--- src/hw/flgp_pkg.sv ---
// package of constants for the fast local-bus gpio port
// assumes a 16-byte window of 32-bit words with byte lane selects
package flgp_pkg;
  // --------------------------------------------------------------
  // sizes
  // --------------------------------------------------------------
  localparam int FLGP_PORT_W = 16;
  localparam int FLGP_ADDR_W = 4;
  // --------------------------------------------------------------
  // register offsets (byte addresses within the window)
  // --------------------------------------------------------------
  localparam logic [3:0] FLGP_OFS_DIR = 4'h0;
  localparam logic [3:0] FLGP_OFS_DATA = 4'h2;
  localparam logic [3:0] FLGP_OFS_PSEL = 4'h4;
  localparam logic [3:0] FLGP_OFS_CLR = 4'h6;
  localparam logic [3:0] FLGP_OFS_DIR_ALIAS0 = 4'h8;
  localparam logic [3:0] FLGP_OFS_SET = 4'hA;
  localparam logic [3:0] FLGP_OFS_DIR_ALIAS1 = 4'hC;
  localparam logic [3:0] FLGP_OFS_TOGGLE = 4'hE;
  // --------------------------------------------------------------
  // reset values
  // --------------------------------------------------------------
  localparam logic [15:0] FLGP_RST_DIR = 16'h0000;
  localparam logic [15:0] FLGP_RST_DATA = 16'h0000;
  localparam logic [15:0] FLGP_RST_PSEL = 16'h0000;
  // --------------------------------------------------------------
  // register selector
  // --------------------------------------------------------------
  typedef enum logic [2:0] {
    FLGP_R_DIR, FLGP_R_DATA, FLGP_R_PSEL, FLGP_R_CLR,
    FLGP_R_SET, FLGP_R_TOGGLE, FLGP_R_NONE
  } flgp_reg_e;
endpackage

--- src/hw/flgp_wr_if.sv ---
// interface carrying one decoded halfword write between modules
// assumes a single clock shared by both ends
`timescale 1ns/1ps
interface flgp_wr_if;
  logic [7:0] sel;
  logic [15:0] wdata;
  logic [15:0] bmask;
  modport src (output sel, output wdata, output bmask);
  modport dst (input sel, input wdata, input bmask);
endinterface

--- src/hw/flgp_lane.sv ---
// halfword lane decode: splits a 32-bit bus word into two halfwords
// assumes byte lane selects follow little-endian lane numbering
`timescale 1ns/1ps
module flgp_lane
  import flgp_pkg::*;
(
  // bus request
  input wire logic [FLGP_ADDR_W-1:0] addr_i,
  input wire logic [3:0] be_i,
  input wire logic [31:0] wdata_i,
  input wire logic wr_i,
  // decoded halfword writes
  flgp_wr_if.src lo_w,
  flgp_wr_if.src hi_w
);
  // ----------------------------------------------------------------
  // lane split
  // ----------------------------------------------------------------
  // word base picks one of four words; each holds two halfword slots, words two and three only one reg
  always_comb begin
    lo_w.sel = 8'h00;
    hi_w.sel = 8'h00;
    lo_w.wdata = wdata_i[15:0];
    hi_w.wdata = wdata_i[31:16];
    lo_w.bmask = {{8{be_i[1]}}, {8{be_i[0]}}};
    hi_w.bmask = {{8{be_i[3]}}, {8{be_i[2]}}};
    if (wr_i && (be_i[1:0] != 2'b00)) begin
      lo_w.sel[{addr_i[3:2], 1'b0}] = 1'b1;
    end
    if (wr_i && (be_i[3:2] != 2'b00)) begin
      hi_w.sel[{addr_i[3:2], 1'b1}] = 1'b1;
    end
  end
endmodule

--- src/hw/flgp_top.sv ---
// fast local-bus gpio port: dir, data, pin select and bit masks
// assumes a two-stage pipelined local bus, one clock, 32-bit data
//
// Overview of operation
// pin select bit 1 routes pin to this port, 0 leaves it elsewhere
// pin select mask is readable and writable
// pin select mask resets to all zeros
// clear mask zero bits clear data bits
// set mask one bits set data bits
// toggle mask one bits invert data bits
// mask addresses store nothing, reads return data register
// single-cycle pipelined transfers, no wait states
// after reset all sixteen pins disabled from fast port
// software enables pins, then direction, then data
// direction 1 output, 0 input; resets to zero
// fixed write map; offsets 0x08 and 0x0C ignore writes
// byte, halfword and word accesses accepted
// inputs sampled in read data phase, outputs update in write phase
// enabled output pins drive pad from data bit
`timescale 1ns/1ps
module flgp_top
  import flgp_pkg::*;
#(
  parameter int PORT_W = FLGP_PORT_W
) (
  // clock, reset, enable
  input wire logic REF_CLK_I,
  input wire logic RSTN_I,
  input wire logic CE_I,
  // local bus address phase
  input wire logic BUS_SEL_I,
  input wire logic BUS_WR_I,
  input wire logic [FLGP_ADDR_W-1:0] BUS_ADDR_I,
  input wire logic [3:0] BUS_BE_I,
  // local bus data phase
  input wire logic [31:0] BUS_WDATA_I,
  output logic [31:0] BUS_RDATA_O,
  output logic BUS_READY_O,
  // pads
  input wire logic [15:0] PAD_IN_I,
  output logic [15:0] PAD_OUT_O,
  output logic [15:0] PAD_OE_O,
  output logic [15:0] PIN_SELECT_O
);
  // ----------------------------------------------------------------
  // elaboration check
  // ----------------------------------------------------------------
  if (PORT_W != 16) begin : g_bad_width
    $error("port width must be 16");
  end

  // ----------------------------------------------------------------
  // pad input synchroniser
  // ----------------------------------------------------------------
  logic [15:0] pad_s1_q, pad_s2_q;
  // two flops; only the second stage is looked at
  always_ff @(posedge REF_CLK_I) begin
    if (!RSTN_I) begin
      pad_s1_q <= 16'h0000;
      pad_s2_q <= 16'h0000;
    end else if (CE_I) begin
      pad_s1_q <= PAD_IN_I;
      pad_s2_q <= pad_s1_q;
    end
  end

  // ----------------------------------------------------------------
  // address phase capture
  // ----------------------------------------------------------------
  logic ap_wr_q, ap_rd_q, ap_wr_d, ap_rd_d;
  logic [FLGP_ADDR_W-1:0] ap_addr_q, ap_addr_d;
  logic [3:0] ap_be_q, ap_be_d;
  // one pipeline stage; the data phase follows the next edge
  always_comb begin
    ap_wr_d = BUS_SEL_I & BUS_WR_I;
    ap_rd_d = BUS_SEL_I & ~BUS_WR_I;
    ap_addr_d = BUS_ADDR_I;
    ap_be_d = BUS_BE_I;
  end
  always_ff @(posedge REF_CLK_I) begin
    if (!RSTN_I) begin
      ap_wr_q <= 1'b0;
      ap_rd_q <= 1'b0;
      ap_addr_q <= 4'h0;
      ap_be_q <= 4'h0;
    end else if (CE_I) begin
      ap_wr_q <= ap_wr_d;
      ap_rd_q <= ap_rd_d;
      ap_addr_q <= ap_addr_d;
      ap_be_q <= ap_be_d;
    end
  end

  // ----------------------------------------------------------------
  // lane decode
  // ----------------------------------------------------------------
  flgp_wr_if lo_w();
  flgp_wr_if hi_w();
  flgp_lane u_lane (
    .addr_i(ap_addr_q),
    .be_i(ap_be_q),
    .wdata_i(BUS_WDATA_I),
    .wr_i(ap_wr_q),
    .lo_w(lo_w.src),
    .hi_w(hi_w.src)
  );

  // halfword index to register role; 0x08 and 0x0C hit no storage
  function automatic flgp_reg_e role_of(input logic [2:0] idx);
    case (idx)
      FLGP_OFS_DIR[3:1]: role_of = FLGP_R_DIR;
      FLGP_OFS_DATA[3:1]: role_of = FLGP_R_DATA;
      FLGP_OFS_PSEL[3:1]: role_of = FLGP_R_PSEL;
      FLGP_OFS_CLR[3:1]: role_of = FLGP_R_CLR;
      FLGP_OFS_SET[3:1]: role_of = FLGP_R_SET;
      FLGP_OFS_TOGGLE[3:1]: role_of = FLGP_R_TOGGLE;
      default: role_of = FLGP_R_NONE;
    endcase
  endfunction

  // ----------------------------------------------------------------
  // registers
  // ----------------------------------------------------------------
  logic [15:0] dir_q, dir_d, data_q, data_d, psel_q, psel_d;
  logic [15:0] hw_wd, hw_bm;
  flgp_reg_e hw_role;
  // write phase updates; byte lanes merge, masks act only on lanes hit
  always_comb begin
    dir_d = dir_q;
    data_d = data_q;
    psel_d = psel_q;
    hw_wd = 16'h0000;
    hw_bm = 16'h0000;
    hw_role = FLGP_R_NONE;
    for (int i = 0; i < 8; i++) begin
      hw_role = role_of(3'(i));
      hw_wd = i[0] ? hi_w.wdata : lo_w.wdata;
      hw_bm = i[0] ? hi_w.bmask : lo_w.bmask;
      if ((i[0] ? hi_w.sel[i] : lo_w.sel[i]) == 1'b1) begin
        case (hw_role)
          FLGP_R_DIR: dir_d = (dir_d & ~hw_bm) | (hw_wd & hw_bm);
          FLGP_R_DATA: data_d = (data_d & ~hw_bm) | (hw_wd & hw_bm);
          FLGP_R_PSEL: psel_d = (psel_d & ~hw_bm) | (hw_wd & hw_bm);
          FLGP_R_CLR: data_d = data_d & ~(~hw_wd & hw_bm);
          FLGP_R_SET: data_d = data_d | (hw_wd & hw_bm);
          FLGP_R_TOGGLE: data_d = data_d ^ (hw_wd & hw_bm);
          default: data_d = data_d;
        endcase
      end
    end
  end
  // reset clears all three; no pin belongs to the port after reset
  always_ff @(posedge REF_CLK_I) begin
    if (!RSTN_I) begin
      dir_q <= FLGP_RST_DIR;
      data_q <= FLGP_RST_DATA;
      psel_q <= FLGP_RST_PSEL;
    end else if (CE_I) begin
      dir_q <= dir_d;
      data_q <= data_d;
      psel_q <= psel_d;
    end
  end

  // ----------------------------------------------------------------
  // read data
  // ----------------------------------------------------------------
  logic [15:0] data_view;
  logic [31:0] rdata_d;
  // input pins show the synchronised pad; outputs show the data bit
  always_comb begin
    data_view = (data_q & dir_q) | (pad_s2_q & ~dir_q);
    case (ap_addr_q[3:2])
      2'h0: rdata_d = {data_view, dir_q};
      2'h1: rdata_d = {data_view, psel_q};
      2'h2: rdata_d = {data_view, dir_q};
      default: rdata_d = {data_view, dir_q};
    endcase
    if (!ap_rd_q) begin
      rdata_d = 32'h0000_0000;
    end
  end

  // ----------------------------------------------------------------
  // outputs
  // ----------------------------------------------------------------
  logic [15:0] pad_out_d, pad_oe_d;
  // drive pad only when selected and an output
  always_comb begin
    pad_oe_d = psel_d & dir_d;
    pad_out_d = data_d & pad_oe_d;
  end
  // registered so the pads change at the write data phase edge
  always_ff @(posedge REF_CLK_I) begin
    if (!RSTN_I) begin
      BUS_RDATA_O <= 32'h0000_0000;
      BUS_READY_O <= 1'b0;
      PAD_OUT_O <= 16'h0000;
      PAD_OE_O <= 16'h0000;
      PIN_SELECT_O <= 16'h0000;
    end else if (CE_I) begin
      BUS_RDATA_O <= rdata_d;
      BUS_READY_O <= ap_rd_q | ap_wr_q;
      PAD_OUT_O <= pad_out_d;
      PAD_OE_O <= pad_oe_d;
      PIN_SELECT_O <= psel_d;
    end
  end
endmodule

--- config.mk ---
export PLATFORM = sky130hd
export DESIGN_NAME = flgp_top
export DESIGN_NICKNAME = d
export VERILOG_FILES = /design/src/hw/flgp_pkg.sv /design/src/hw/flgp_wr_if.sv /design/src/hw/flgp_lane.sv /design/src/hw/flgp_top.sv
export SDC_FILE = /design/constraint.sdc
export NUM_CORES = 1
export LEC_CHECK = 0
export ABC_AREA = 1
export CAP_MARGIN = 20
export CORE_UTILIZATION = 50
export DETAILED_ROUTE_END_ITERATION = 8
export DONT_BUFFER_PORTS = 1
export GPL_ROUTABILITY_DRIVEN = 0
export PLACE_DENSITY = 0.63
export SKIP_LAST_GASP = 1
export SYNTH_ARGS = -nofsm -noshare
export SYNTH_HDL_FRONTEND = slang
export SYNTH_SLANG_ARGS = --single-unit
--- constraint.sdc ---
create_clock -name REF_CLK_I -period 1.8 [get_ports REF_CLK_I]
set_input_delay 0.18 -clock REF_CLK_I [delete_from_list [all_inputs] [get_ports REF_CLK_I]]
set_output_delay 0.18 -clock REF_CLK_I [all_outputs]
set_load 0.01 [all_outputs]
# [Word level (Yosys, flattened, before mapping)]
# Cells that the tools add are included.
[word_totals] ff_bits=155 latch_bits=0 mem_bits_rw=0 romBits=0 output_inout_bits=81 wordCells=64 memories=0
[op_classes] n_addsub=0 n_mul=0 n_div=0 order_cmp=4 n_eq_ne=1 shifts=0 mux=14 bitwise_logic=26 n_reduce_logical=6
[ops] cell="$and 16x16->16" n=11
[ops] cell="$mux 16" n=7
[ops] cell="$not 16->16" n=5
[ops] cell="$or 16x16->16" n=5
[ops] cell="$mux 32" n=1
[ops] cell="$xor 16x16->16" n=1
[ops] cell="$lt 3x4->1 const B" n=2
[ops] cell="$mux 8" n=1
[ops] cell="$ge 3x1->1 const B" n=2
[ops] cell="$demux 1 s2" n=2
[ops] cell="$logic_and 1x1->1" n=4
[ops] cell="$reduce_bool 2->1" n=2
[ops] cell="$mux 3" n=1
[ops] cell="$and 1x1->1" n=2
[ops] cell="$eq 2x1->1 const B" n=1
[ops] cell="$mux 1" n=2
[ops] cell="$not 1->1" n=1
[ops] cell="$or 1x1->1" n=1

# [Longest topological paths before layout]
# Gate-level depths: netlist of the first run.
[logic_depth] depth_word=13 depth_mapped=12

# [Hierarchy]
# A second synthesis of the first run with hierarchy kept.
[unflattened] hier_cells=1177 area_unflattened_um2=7853.8
[modules_own_cells] module="flgp_top" n_inst=1 cells_each=1088 area_each_um2=7239.4 seq_area_each_um2=3103.0
[modules_own_cells] module="flgp_lane" n_inst=1 cells_each=89 area_each_um2=614.3 seq_area_each_um2=0.0

# [Least setup slack after synthesis of the first run]
# Ideal clock, no wire load.
[synth_path] path_kind="reg2reg" from="register ap_wr_q" to="register PAD_OUT_O[0]" setup_time_ns=0.132 arrival_ns=1.379 t_required_ns=1.668 setup_slack_ns=0.289 path_stages_with_launch=9 n_path_buf=1 synth_period_minus_slack_ns=1.511 path_cell_list="dfxtp_1 -> inv_1 -> nor2_4 -> nand2_1 -> buf_2 -> nor2_1 -> nand3_1 -> nand3_1 -> a21oi_1"
[synth_between] elab_chain_len=10
[synth_rtl] item="start: declaration" line="flgp_top.sv:70" text="logic ap_wr_q, ap_rd_q, ap_wr_d, ap_rd_d;"
[synth_rtl] item="start signal: assignment" line="flgp_top.sv:87" text="ap_wr_q <= ap_wr_d;"
[synth_rtl] item="$logic_and 1x1->1" line="flgp_lane.sv:30" text="if (wr_i && (be_i[3:2] != 2'b00)) begin"
[synth_rtl] item="$mux 8" line="flgp_lane.sv:30"
[synth_rtl] item="$mux 16" line="flgp_top.sv:139" text="if ((i[0] ? hi_w.sel[i] : lo_w.sel[i]) == 1'b1) begin"
[synth_rtl] item="$and 16x16->16" line="flgp_top.sv:144" text="FLGP_R_CLR: data_d = data_d & ~(~hw_wd & hw_bm);"
[synth_rtl] item="$mux 16" line="flgp_top.sv:139"
[synth_rtl] item="$or 16x16->16" line="flgp_top.sv:145" text="FLGP_R_SET: data_d = data_d | (hw_wd & hw_bm);"
[synth_rtl] item="$mux 16" line="flgp_top.sv:139"
[synth_rtl] item="$xor 16x16->16" line="flgp_top.sv:146" text="FLGP_R_TOGGLE: data_d = data_d ^ (hw_wd & hw_bm);"
[synth_rtl] item="$mux 16" line="flgp_top.sv:139"
[synth_rtl] item="$and 16x16->16 (*)" line="flgp_top.sv:191" text="pad_out_d = data_d & pad_oe_d;"
[synth_rtl] item="end signal: assignment" line="flgp_top.sv:204" text="PAD_OUT_O <= pad_out_d;"
[synth_rtl] item="end: declaration" line="flgp_top.sv:41" text="output logic [15:0] PAD_OUT_O,"
# Mark *: on every way between the ends. The rest lies on a longest branch, timed or not.
# A chain may end at the register's enable or synchronous reset.

# [Worst setup path in the final report of the first run]
[layout_path] from="register ap_be_q[1]" to="register PAD_OUT_O[3]"
[layout_between] elab_chain_len=6
[layout_rtl] item="start: declaration" line="flgp_top.sv:72" text="logic [3:0] ap_be_q, ap_be_d;"
[layout_rtl] item="start signal: assignment" line="flgp_top.sv:90" text="ap_be_q <= ap_be_d;"
[layout_rtl] item="$reduce_bool 2->1 (*)" line="flgp_lane.sv:27" text="if (wr_i && (be_i[1:0] != 2'b00)) begin"
[layout_rtl] item="$logic_and 1x1->1 (*)" line="flgp_lane.sv:27"
[layout_rtl] item="$mux 3 (*)" line="flgp_lane.sv:27"
[layout_rtl] item="$mux 16" line="flgp_top.sv:139"
[layout_rtl] item="$and 16x16->16 (*)" line="flgp_top.sv:190" text="pad_oe_d = psel_d & dir_d;"
[layout_rtl] item="$and 16x16->16 (*)" line="flgp_top.sv:191"
# Marked as above.

==> results.json, run 1 <==
{
  "min_period_over_period_pct": 93.6,
  "crit_fanout": 10,
  "leakagePower_nw": 3.58,
  "row_count": 44,
  "yosys-top-cells-count": "nand2_1, dfxtp_1, a21oi_1",
  "drt_iter0_drc": 654,
  "num_io_pins": 142,
  "cts.sinks": 153,
  "drive_gt1_share_pct": 11.3,
  "async_flop_share_pct": 0,
  "syn2layout_area_growth_pct": 17.2,
  "h-tree-depth": 4,
  "synth.most_common_cell": "nand2_1",
  "grt_usage_pct": 28.5,
  "worst_ep_arrival_time_ns": 2.04,
  "grt_pass1_wl_um": 33100,
  "critPathRequiredTime_ns": 2.16,
  "routed_wl_um": 21500,
  "setup_slack_ns": 0.115,
  "portBuffers": 0,
  "relSlewSlack_pct": 62.3,
  "max_freq_mhz": 593,
  "synth_flop_cell": "dfxtp_1",
  "slew_violations": 0,
  "synth.largest_area_cell": "dfxtp_1",
  "r2r_setup_slack_ns": 0.11,
  "globalRouteOverflowTotal": 0,
  "ys_seq_area_share_pct": 41.2,
  "tightest_slew_ns": 0.563,
  "slowest_delay_ns": 0.33,
  "synth_edf_count": 0,
  "hold_viol": 0,
  "cp_common_cell": "nand2_1",
  "antenna_cells": 0,
  "crit_end": "PAD_OUT_O[3]",
  "r2r-end": "PAD_OUT_O[3]",
  "status": "finished, final reports clean",
  "final_core_util_pct": 60.0,
  "ys_ff_latch": 153,
  "ir_drop_mv": 0.673,
  "finalPower_mw": 7.98,
  "initial_utilization_pct": 51.2,
  "path_delay_family": "simple AND/OR/NAND/NOR gates",
  "die_x_um": 124,
  "period_minus_slack_ns": 1.69,
  "power_density_mw_per_mm2": 915,
  "r2r_cells": 11,
  "worstSetupPathDepth": 11,
  "ant_nets": 0,
  "crit_path_start": "ap_be_q[1]",
  "dieArea_mm2": 0.0154,
  "cts_made_buffers": 17,
  "netlist_instances": 1130,
  "min_path_type": "in2reg",
  "cts_buffer_depth": 2,
  "setup_viol": 0,
  "dr.pass1.iters": 6,
  "whs_ns": 0.00464,
  "die-height_um": 124,
  "cp_num_buf_inv": 3,
  "fill_cells": 1411,
  "drv_cap": 0,
  "clkTransAtPathRegs_ns": 0.06,
  "detail_route.vias_per_cell": 5.24,
  "synthTopCellsByArea": "dfxtp_1, nand2_1, a21oi_1, o21ai_0, inv_1",
  "synth_fp_nets": 1191,
  "post_synth.cell_area_avg_um2": 6.59,
  "yosysTopAreaCellShare_pct": 41.2,
  "skew_ns": 0.00914,
  "clock_latency_ns": 0.43,
  "clock-root-buffer": "clkbuf_16",
  "drc": 0,
  "finalNetCount": 1222,
  "core_mm2": 0.0145,
  "criticalPathCategory": "reg2reg",
  "hpwl_um": 14600,
  "cts_tree": "built",
  "endpoint_kind": "flip-flop",
  "rr_startpoint": "ap_be_q[1]",
  "via_count": 7101,
  "wire_per_inst_um": 15.8,
  "crit_chain": "o21ai_4 -> buf_4 -> inv_2 -> nand2_1 -> buf_4 -> nand2_1 -> nand2_1 -> nand2_1 -> nor2_2 -> nand3_1 -> a21oi_1",
  "synth_area_mm2": 0.00744,
  "grt_max_degree": 80,
  "grt_pass1_vias": 6390,
  "preCtsSetupSlack_ns": 0.0373,
  "start_kind": "flip-flop",
  "ys_warn_count": 0,
  "antenna_found_initial": 0,
  "cp_slowest_cell": "dfxtp_1",
  "ys_types": 26
}
## state kept, by name, summed over array words and instances (netlist names)
register      flops
ap_wr_q           1
PIN_SELECT_O     16
ap_rd_q           1
data_q           16
PAD_OE_O         16
pad_s1_q         16
BUS_READY_O       1
ap_be_q           4
pad_s2_q         16
BUS_RDATA_O      32
PAD_OUT_O        16
ap_addr_q         2
dir_q            16
## cells in the final DEF (no fill, tap or decap), types with 2 or more instances in the layout
master         count
nor2_4             6
clkinv_2           4
nand3_1           48
o21a_1             4
inv_2              9
o211ai_1           7
bufinv_16          2
inv_1            119
o21ai_1           14
clkinvlp_4         2
o21ai_2           14
nand2_1          275
dfxtp_1          151
nand2_2            2
a21oi_1          149
buf_6              2
nor2_8             2
buf_4             45
o21ai_0          136
nor2_2            10
nor2_1           109
dfxtp_2            2
dlygate4sd3_1     24
inv_4              2
buf_12             5
or2_2              2
clkbuf_16         17
clkbuf_8           4
## where the power goes
group / internal [mW] / total (mW) / switching (mW)
registers: 3.51 / 3.62 / 0.115
logic: 0.293 / 0.807 / 0.514
clock network: 2.16 / 3.55 / 1.39
total: 5.96 / 7.98 / 2.02
## kinds of logic (layout without fill, tap and decap cells)
kind of cell / Yosys count / after routing / share of synthesized area (%)
simple gates: 454 / 456 / 25.2
compound gates: 326 / 326 / 23.2
buf+inv: 197 / 237 / 10.5
flops: 153 / 153 / 41.2
## worst min-delay path by stage
stage             endpoint        start  slack [ns]  cells after the start
2_1_floorplan  pad_s1_q[0]  PAD_IN_I[0]        0.31                      2
3_3_place_gp    data_q[13]         CE_I        0.28                      1
3_5_place_dp    data_q[13]         CE_I        0.29                      1
4_1_cts            ap_wr_q     BUS_WR_I        0.01                      2
5_1_grt            ap_wr_q     BUS_WR_I        0.02                      2
6_report           ap_wr_q     BUS_WR_I       0.005                      2
## metrics by stage
stage,TNS [ns],std cells,cell area [um^2]
global route,-0.0142,1356,8720
global placement,0,1293,7780
finish,0,1356,8720
CTS,0,1350,8660
detailed placement,0,1293,7780
floorplan,0,1130,7440
## layer usage
metal	vias up	wire length [um]	global-route usage (%)
met5	-	0	0
met4	0	425	9.15
met3	23	1470	6.78
met2	195	9350	43.0
met1	3185	10200	40.0
li1	3698	-	-
## area by class of cell
type                    instances  area (um^2)  area share, %
multi-input cells             782         3630           41.6
well taps                     184          230           2.64
clock buffers                  22          484           5.55
inverters                     130          493           5.65
flip-flops and latches        153         3070           35.1
clock inverters                 8         95.1           1.09
repair buffers                 77          728           8.35
## timing repair
| action | in CTS | in global routing |
|---|---|---|
| gates resized for setup | 0 | 6 |
| endpoints found under the setup margin | 1 | 40 |
| hold endpoints to repair | 70 | 0 |
| pin swaps | 1 | 3 |
| cloned | 1 | 1 |
| setup buffers | 0 | 5 |
| hold buffers | 26 | 0 |
(Power assumes the default switching activity.)
==> inputs of run 2 (changes only) <==
--- a/config.mk
+++ b/config.mk
@@ -12,6 +12,7 @@
 export DONT_BUFFER_PORTS = 1
 export GPL_ROUTABILITY_DRIVEN = 0
 export PLACE_DENSITY = 0.63
+export SETUP_SLACK_MARGIN = 0.4
 export SKIP_LAST_GASP = 1
 export SYNTH_ARGS = -nofsm -noshare
 export SYNTH_HDL_FRONTEND = slang
==> run 2 against run 1 <==
The run now ends with negative hold slack left. Global-route usage rose by 1.9 points. Critical path depth is 1 lower. First-iteration DRC count up 0.31%. Design area rose by 16%. Worst hold slack worse by 0.14 ns. Flip-flop and latch count unchanged. Wire length grew 11%. Register-to-register slack better by 0.07 ns. Clock skew shrank 0.00068 ns. Sequential share of layout area down 4.7 points. Die area did not move.
==> results.json, run 2 (same netlist as run 1, synthesis figures left out) <==
{
  "status": "finished, violations left",
  "violations": "negative hold slack",
  "grt_pass1_wl_um": 35600,
  "finalNetCount": 1277,
  "final_common_cell": "nand2_1",
  "cts_made_buffers": 17,
  "final_cell_mix": "nand2_1, dfxtp_1, a21oi_1, o21ai_0",
  "cts.sinks": 153,
  "antenna_cells": 0,
  "fill_cells": 1230,
  "skew_ns": 0.00846,
  "ant_nets": 0,
  "max_freq_mhz": 620,
  "num_io_pins": 142,
  "clock_power_share_pct": 42.8,
  "globalRouteOverflowTotal": 0,
  "die_x_um": 124,
  "grt_max_degree": 84,
  "row_count": 44,
  "fin_tns_setup_ns": 0,
  "largest_reg_flops": 32,
  "grt_pass1_vias": 6881,
  "switching_power_mw": 2.19,
  "setup_slack_ns": 0.186,
  "dr.pass1.iters": 5,
  "hpwl_um": 14700,
  "cp_num_buf_inv": 3,
  "slowest_delay_ns": 0.38,
  "path_delay_family": "simple AND/OR/NAND/NOR gates",
  "crit_fanout": 8,
  "portBuffers": 0,
  "drc": 0,
  "setup_viol": 0,
  "drive_gt1_share_pct": 24.3,
  "min_period_over_period_pct": 89.7,
  "drv_cap": 0,
  "start_kind": "flip-flop",
  "regMostFlops": "BUS_RDATA_O",
  "initial_utilization_pct": 51.2,
  "relSlewSlack_pct": 71.7,
  "hold_viol": 23,
  "combPwrFrac_pct": 13.2,
  "wire_per_inst_um": 16.8,
  "preCtsSetupSlack_ns": 0.0955,
  "h-tree-depth": 4,
  "seq_power_share_pct": 43.9,
  "leakagePower_nw": 4.01,
  "cts_tree": "built",
  "power_density_mw_per_mm2": 817,
  "endpoint_kind": "flip-flop",
  "drt_iter0_drc": 656,
  "rsz0062_at_grt": "true",
  "clkTransAtPathRegs_ns": 0.06,
  "slew_violations": 0,
  "cp_slowest_cell": "dfxtp_4",
  "cts_buffer_depth": 2,
  "tightest_slew_ns": 0.420,
  "core_mm2": 0.0145,
  "worst_ep_arrival_time_ns": 1.98,
  "antenna_found_initial": 0,
  "ir_drop_mv": 0.619,
  "via_count": 7764,
  "clock_latency_ns": 0.43,
  "netSwitchingFraction_pct": 26.5,
  "routed_wl_um": 23700,
  "period_minus_slack_ns": 1.61,
  "crit_chain": "inv_4 -> nor2_8 -> inv_8 -> nor2_4 -> nand2_1 -> o21ai_4 -> inv_2 -> nor2_4 -> nand3_1 -> a21oi_1",
  "whs_ns": -0.140,
  "die-height_um": 124,
  "clock-root-buffer": "clkbuf_16",
  "criticalPathCategory": "reg2reg",
  "min_path_type": "in2reg",
  "hold_buffers": 60,
  "dieArea_mm2": 0.0154,
  "p_int_mw": 6.07,
  "detail_route.vias_per_cell": 5.49,
  "cp_common_cell": "nor2_4",
  "grt_usage_pct": 30.5,
  "critPathRequiredTime_ns": 2.16,
  "syn2layout_area_growth_pct": 35.9
}
-- run 2: area by class of cell --
class | instances | area [um^2] | area share [%]
multi-input cells | 783 | 4340 | 42.9
flip-flops and latches | 153 | 3080 | 30.5
repair buffers | 131 | 1390 | 13.7
inverters | 130 | 500 | 4.95
clock buffers | 20 | 457 | 4.51
well taps | 184 | 230 | 2.28
clock inverters | 12 | 123 | 1.21
-- run 2: path summary, 6_finish.rpt --
path	cells past startpoint	end	slack, ns	start
setup / recovery	10	PAD_OUT_O[5]	0.19	ap_addr_q[2]
hold / removal	1	data_q[15]	-0.14	CE_I
setup reg to reg	10	PAD_OUT_O[5]	0.19	ap_addr_q[2]
hold reg to reg	2	pad_s2_q[8]	0.48	pad_s1_q[8]
-- run 2: metal layers --
| layer | share of wire [%] | track usage [%] | wire length [um] | up-vias |
|---|---|---|---|---|
| li1 | - | - | - | 3815 |
| met5 | 0 | 0 | 0 | - |
| met4 | 2.1 | 10.6 | 495 | 0 |
| met2 | 47 | 48.2 | 11100 | 284 |
| met3 | 7.2 | 5.86 | 1710 | 40 |
| met1 | 44 | 41.3 | 10500 | 3625 |
-- run 2: what timing repair did --
action,CTS,global route
setup endpoints to repair,63,86
endpoints found under the hold margin,70,27
gates resized for setup,124,105
gates cloned,4,1
pin swaps,40,47
buffers inserted,28,9
-- run 2: stage by stage --
stage	cell area, um^2	total power, mW	utilization, %	std cells
after floorplan	7510	4.22	-	1130
after global placement	7750	4.38	53.3	1279
after detailed placement	7750	4.39	53.3	1279
after CTS	9620	8.16	66.2	1403
after global routing	10100	8.54	69.6	1413
final	10100	8.26	69.6	1413
-- run 2: power groups by stage --
stage,Sequential (mW),Combinational (mW),Clock [mW]
global placement,3.70,0.680,0
finish,3.63,1.09,3.54
detailed placement,3.70,0.690,0
CTS,3.62,0.965,3.57
floorplan,3.66,0.560,0
global route,3.64,1.20,3.70
==> inputs of run 3 (changes only) <==
--- a/config.mk
+++ b/config.mk
@@ -7,6 +7,7 @@
 export LEC_CHECK = 0
 export ABC_AREA = 1
 export CAP_MARGIN = 20
+export CORE_MARGIN = 5
 export CORE_UTILIZATION = 50
 export DETAILED_ROUTE_END_ITERATION = 8
 export DONT_BUFFER_PORTS = 1
@@ -17,3 +18,4 @@
 export SYNTH_ARGS = -nofsm -noshare
 export SYNTH_HDL_FRONTEND = slang
 export SYNTH_SLANG_ARGS = --single-unit
+export TNS_END_PERCENT = 50
==> run 3 against run 2 <==
The flow still finishes with violations (negative hold slack). Sequential power about the same. Worst setup slack worse by 0.0091 ns. Die area increased by 13%. First-iteration DRC count is 0.46% lower. Utilization fell by 1.9 points. Global-route usage is 4.8 points lower. Fmax is 0.56% lower. Clock-buffer cell count stayed put. Sequential share of layout area rose by 0.74 points. Register-to-register slack is essentially flat. Critical path type unchanged. Critical endpoint is now PAD_OUT_O[14].
==> results.json, run 3 (same netlist as run 1, synthesis figures left out) <==
{
  "globalRouteOverflowTotal": 0,
  "crit_chain": "inv_4 -> nor2_8 -> inv_8 -> nor2_8 -> buf_12 -> buf_16 -> nand2_4 -> o21ai_2 -> nand3_2 -> inv_1 -> nand2_1 -> a21oi_1",
  "cp_common_cell": "nor2_8",
  "preCtsSetupSlack_ns": 0.0723,
  "hp-start": "CE_I",
  "cp_slowest_cell": "dfxtp_4",
  "hold_depth": 2,
  "final_cells": 1404,
  "final_cell_mix": "nand2_1, dfxtp_1, a21oi_1, o21ai_0",
  "leakagePower_nw": 3.99,
  "status": "finished, violations left",
  "rsz0062_at_grt": "true",
  "num_io_pins": 142,
  "dieArea_mm2": 0.0174,
  "cts_made_buffers": 17,
  "slowest_delay_ns": 0.38,
  "dr.pass1.iters": 5,
  "cp_num_buf_inv": 5,
  "h-tree-depth": 4,
  "clock-root-buffer": "clkbuf_16",
  "detail_route.vias_per_cell": 5.42,
  "route.met3.wl_um": 1990,
  "fin_tns_setup_ns": 0,
  "whs_ns": -0.0397,
  "crit_fanout": 7,
  "power_density_mw_per_mm2": 846,
  "worstSetupPathDepth": 12,
  "clkTransAtPathRegs_ns": 0.06,
  "hpwl_um": 15000,
  "r2r_setup_slack_ns": 0.18,
  "fin_area_mm2": 0.00987,
  "fill_cells": 1264,
  "criticalPathCategory": "reg2reg",
  "wire_per_inst_um": 17.0,
  "relSlewSlack_pct": 70.1,
  "place_area_mm2": 0.00773,
  "slew_violations": 0,
  "start_kind": "flip-flop",
  "drive_gt1_share_pct": 21.5,
  "setup_viol": 0,
  "drv_cap": 0,
  "endpoint_kind": "flip-flop",
  "antenna_cells": 0,
  "wl_met1_um": 10500,
  "die_x_um": 132,
  "routed_wl_um": 23800,
  "finalPower_mw": 8.35,
  "wl_met2_um": 10700,
  "grt_max_degree": 92,
  "grt_pass1_wl_um": 36000,
  "path_delay_family": "simple AND/OR/NAND/NOR gates",
  "drc": 0,
  "cts_buffer_depth": 2,
  "min_period_over_period_pct": 90.2,
  "cts_tree": "built",
  "setup_slack_ns": 0.177,
  "max_freq_mhz": 616,
  "worst_ep_arrival_time_ns": 1.99,
  "drt_iter0_drc": 653,
  "period_minus_slack_ns": 1.62,
  "clock_latency_ns": 0.44,
  "grt_usage_pct": 25.6,
  "dp_cells": 1277,
  "min_path_type": "in2reg",
  "via_count": 7606,
  "holdPathEnd": "data_q[11]",
  "routed.top_layer": "met4",
  "cts.sinks": 153,
  "finalNetCount": 1268,
  "violations": "negative hold slack",
  "r2r-end": "PAD_OUT_O[14]",
  "switching_power_mw": 2.18,
  "antenna_found_initial": 0,
  "ff_latch_area_mm2": 0.00308,
  "netSwitchingFraction_pct": 26.1,
  "grt_pass1_vias": 6809,
  "ir_drop_mv": 0.701,
  "r2r_cells": 12,
  "combPwrFrac_pct": 12.3,
  "die-height_um": 132,
  "multiInputGateArea_mm2": 0.00413,
  "core_mm2": 0.0146,
  "largest_reg_flops": 32,
  "hold_viol": 3,
  "ant_nets": 0,
  "row_count": 44,
  "skew_ns": 0.0101,
  "regMostFlops": "BUS_RDATA_O",
  "clock_power_share_pct": 44.2,
  "seq_power_share_pct": 43.4,
  "initial_utilization_pct": 51.0,
  "p_int_mw": 6.17,
  "rr_startpoint": "ap_addr_q[2]",
  "final_common_cell": "nand2_1",
  "final_core_util_pct": 67.7,
  "critPathRequiredTime_ns": 2.17,
  "tightest_slew_ns": 0.444,
  "portBuffers": 0,
  "syn2layout_area_growth_pct": 32.6
}
-- run 3: worst max path at each step --
stage	startpoint	end	slack (ns)
2_1_floorplan	ap_be_q[1]	PAD_OUT_O[0]	0.38
3_3_place_gp	ap_wr_q	PAD_OUT_O[13]	0.12
3_5_place_dp	ap_wr_q	PAD_OUT_O[11]	0.07
4_1_cts	ap_be_q[0]	PAD_OUT_O[11]	0.23
5_1_grt	ap_addr_q[2]	PAD_OUT_O[11]	0.10
6_report	ap_addr_q[2]	PAD_OUT_O[14]	0.18
-- run 3: cell type report --
cell class,count,share of cell area (%)
Tap cell,184,2.33
Timing Repair inverter,1,0.0634
Clock buffer,20,4.63
Inverter,130,5.10
Sequential cell,153,31.2
Clock inverter,12,1.51
Multi-Input combinational cell,781,41.8
Timing Repair Buffer,123,13.3
-- run 3: routing by layer --
metal / vias to the layer above / global-route usage (%)
met4: 0 / 8.00
li1: 3799 / -
met5: - / 0
met2: 285 / 39.5
met1: 3483 / 35.1
met3: 39 / 6.91
-- run 3: power groups by stage --
stage	Sequential, mW	Combinational (mW)	Clock (mW)
after floorplan	3.66	0.559	0
after global placement	3.70	0.671	0
after detailed placement	3.70	0.678	0
after CTS	3.62	0.920	3.73
after global routing	3.64	1.13	3.87
final	3.63	1.03	3.69
-- run 3: worst reg2reg max path, delay by kind of cell, from the launching register on --
kind | cells | cell delay (ns)
AO/OA/AOI/OAI | 2 | 0.19
buffers and inverters | 5 | 0.45
flip-flops | 1 | 0.38
AND/OR/NAND/NOR | 5 | 0.53
-- run 3: what timing repair did --
action                                  CTS  global route
gates cloned                              3             1
buffers inserted                         21             9
hold buffers                             59             2
pin swaps                                46            42
endpoints found under the hold margin    73            28
resized for setup                       101            69
endpoints found under the setup margin   71           104
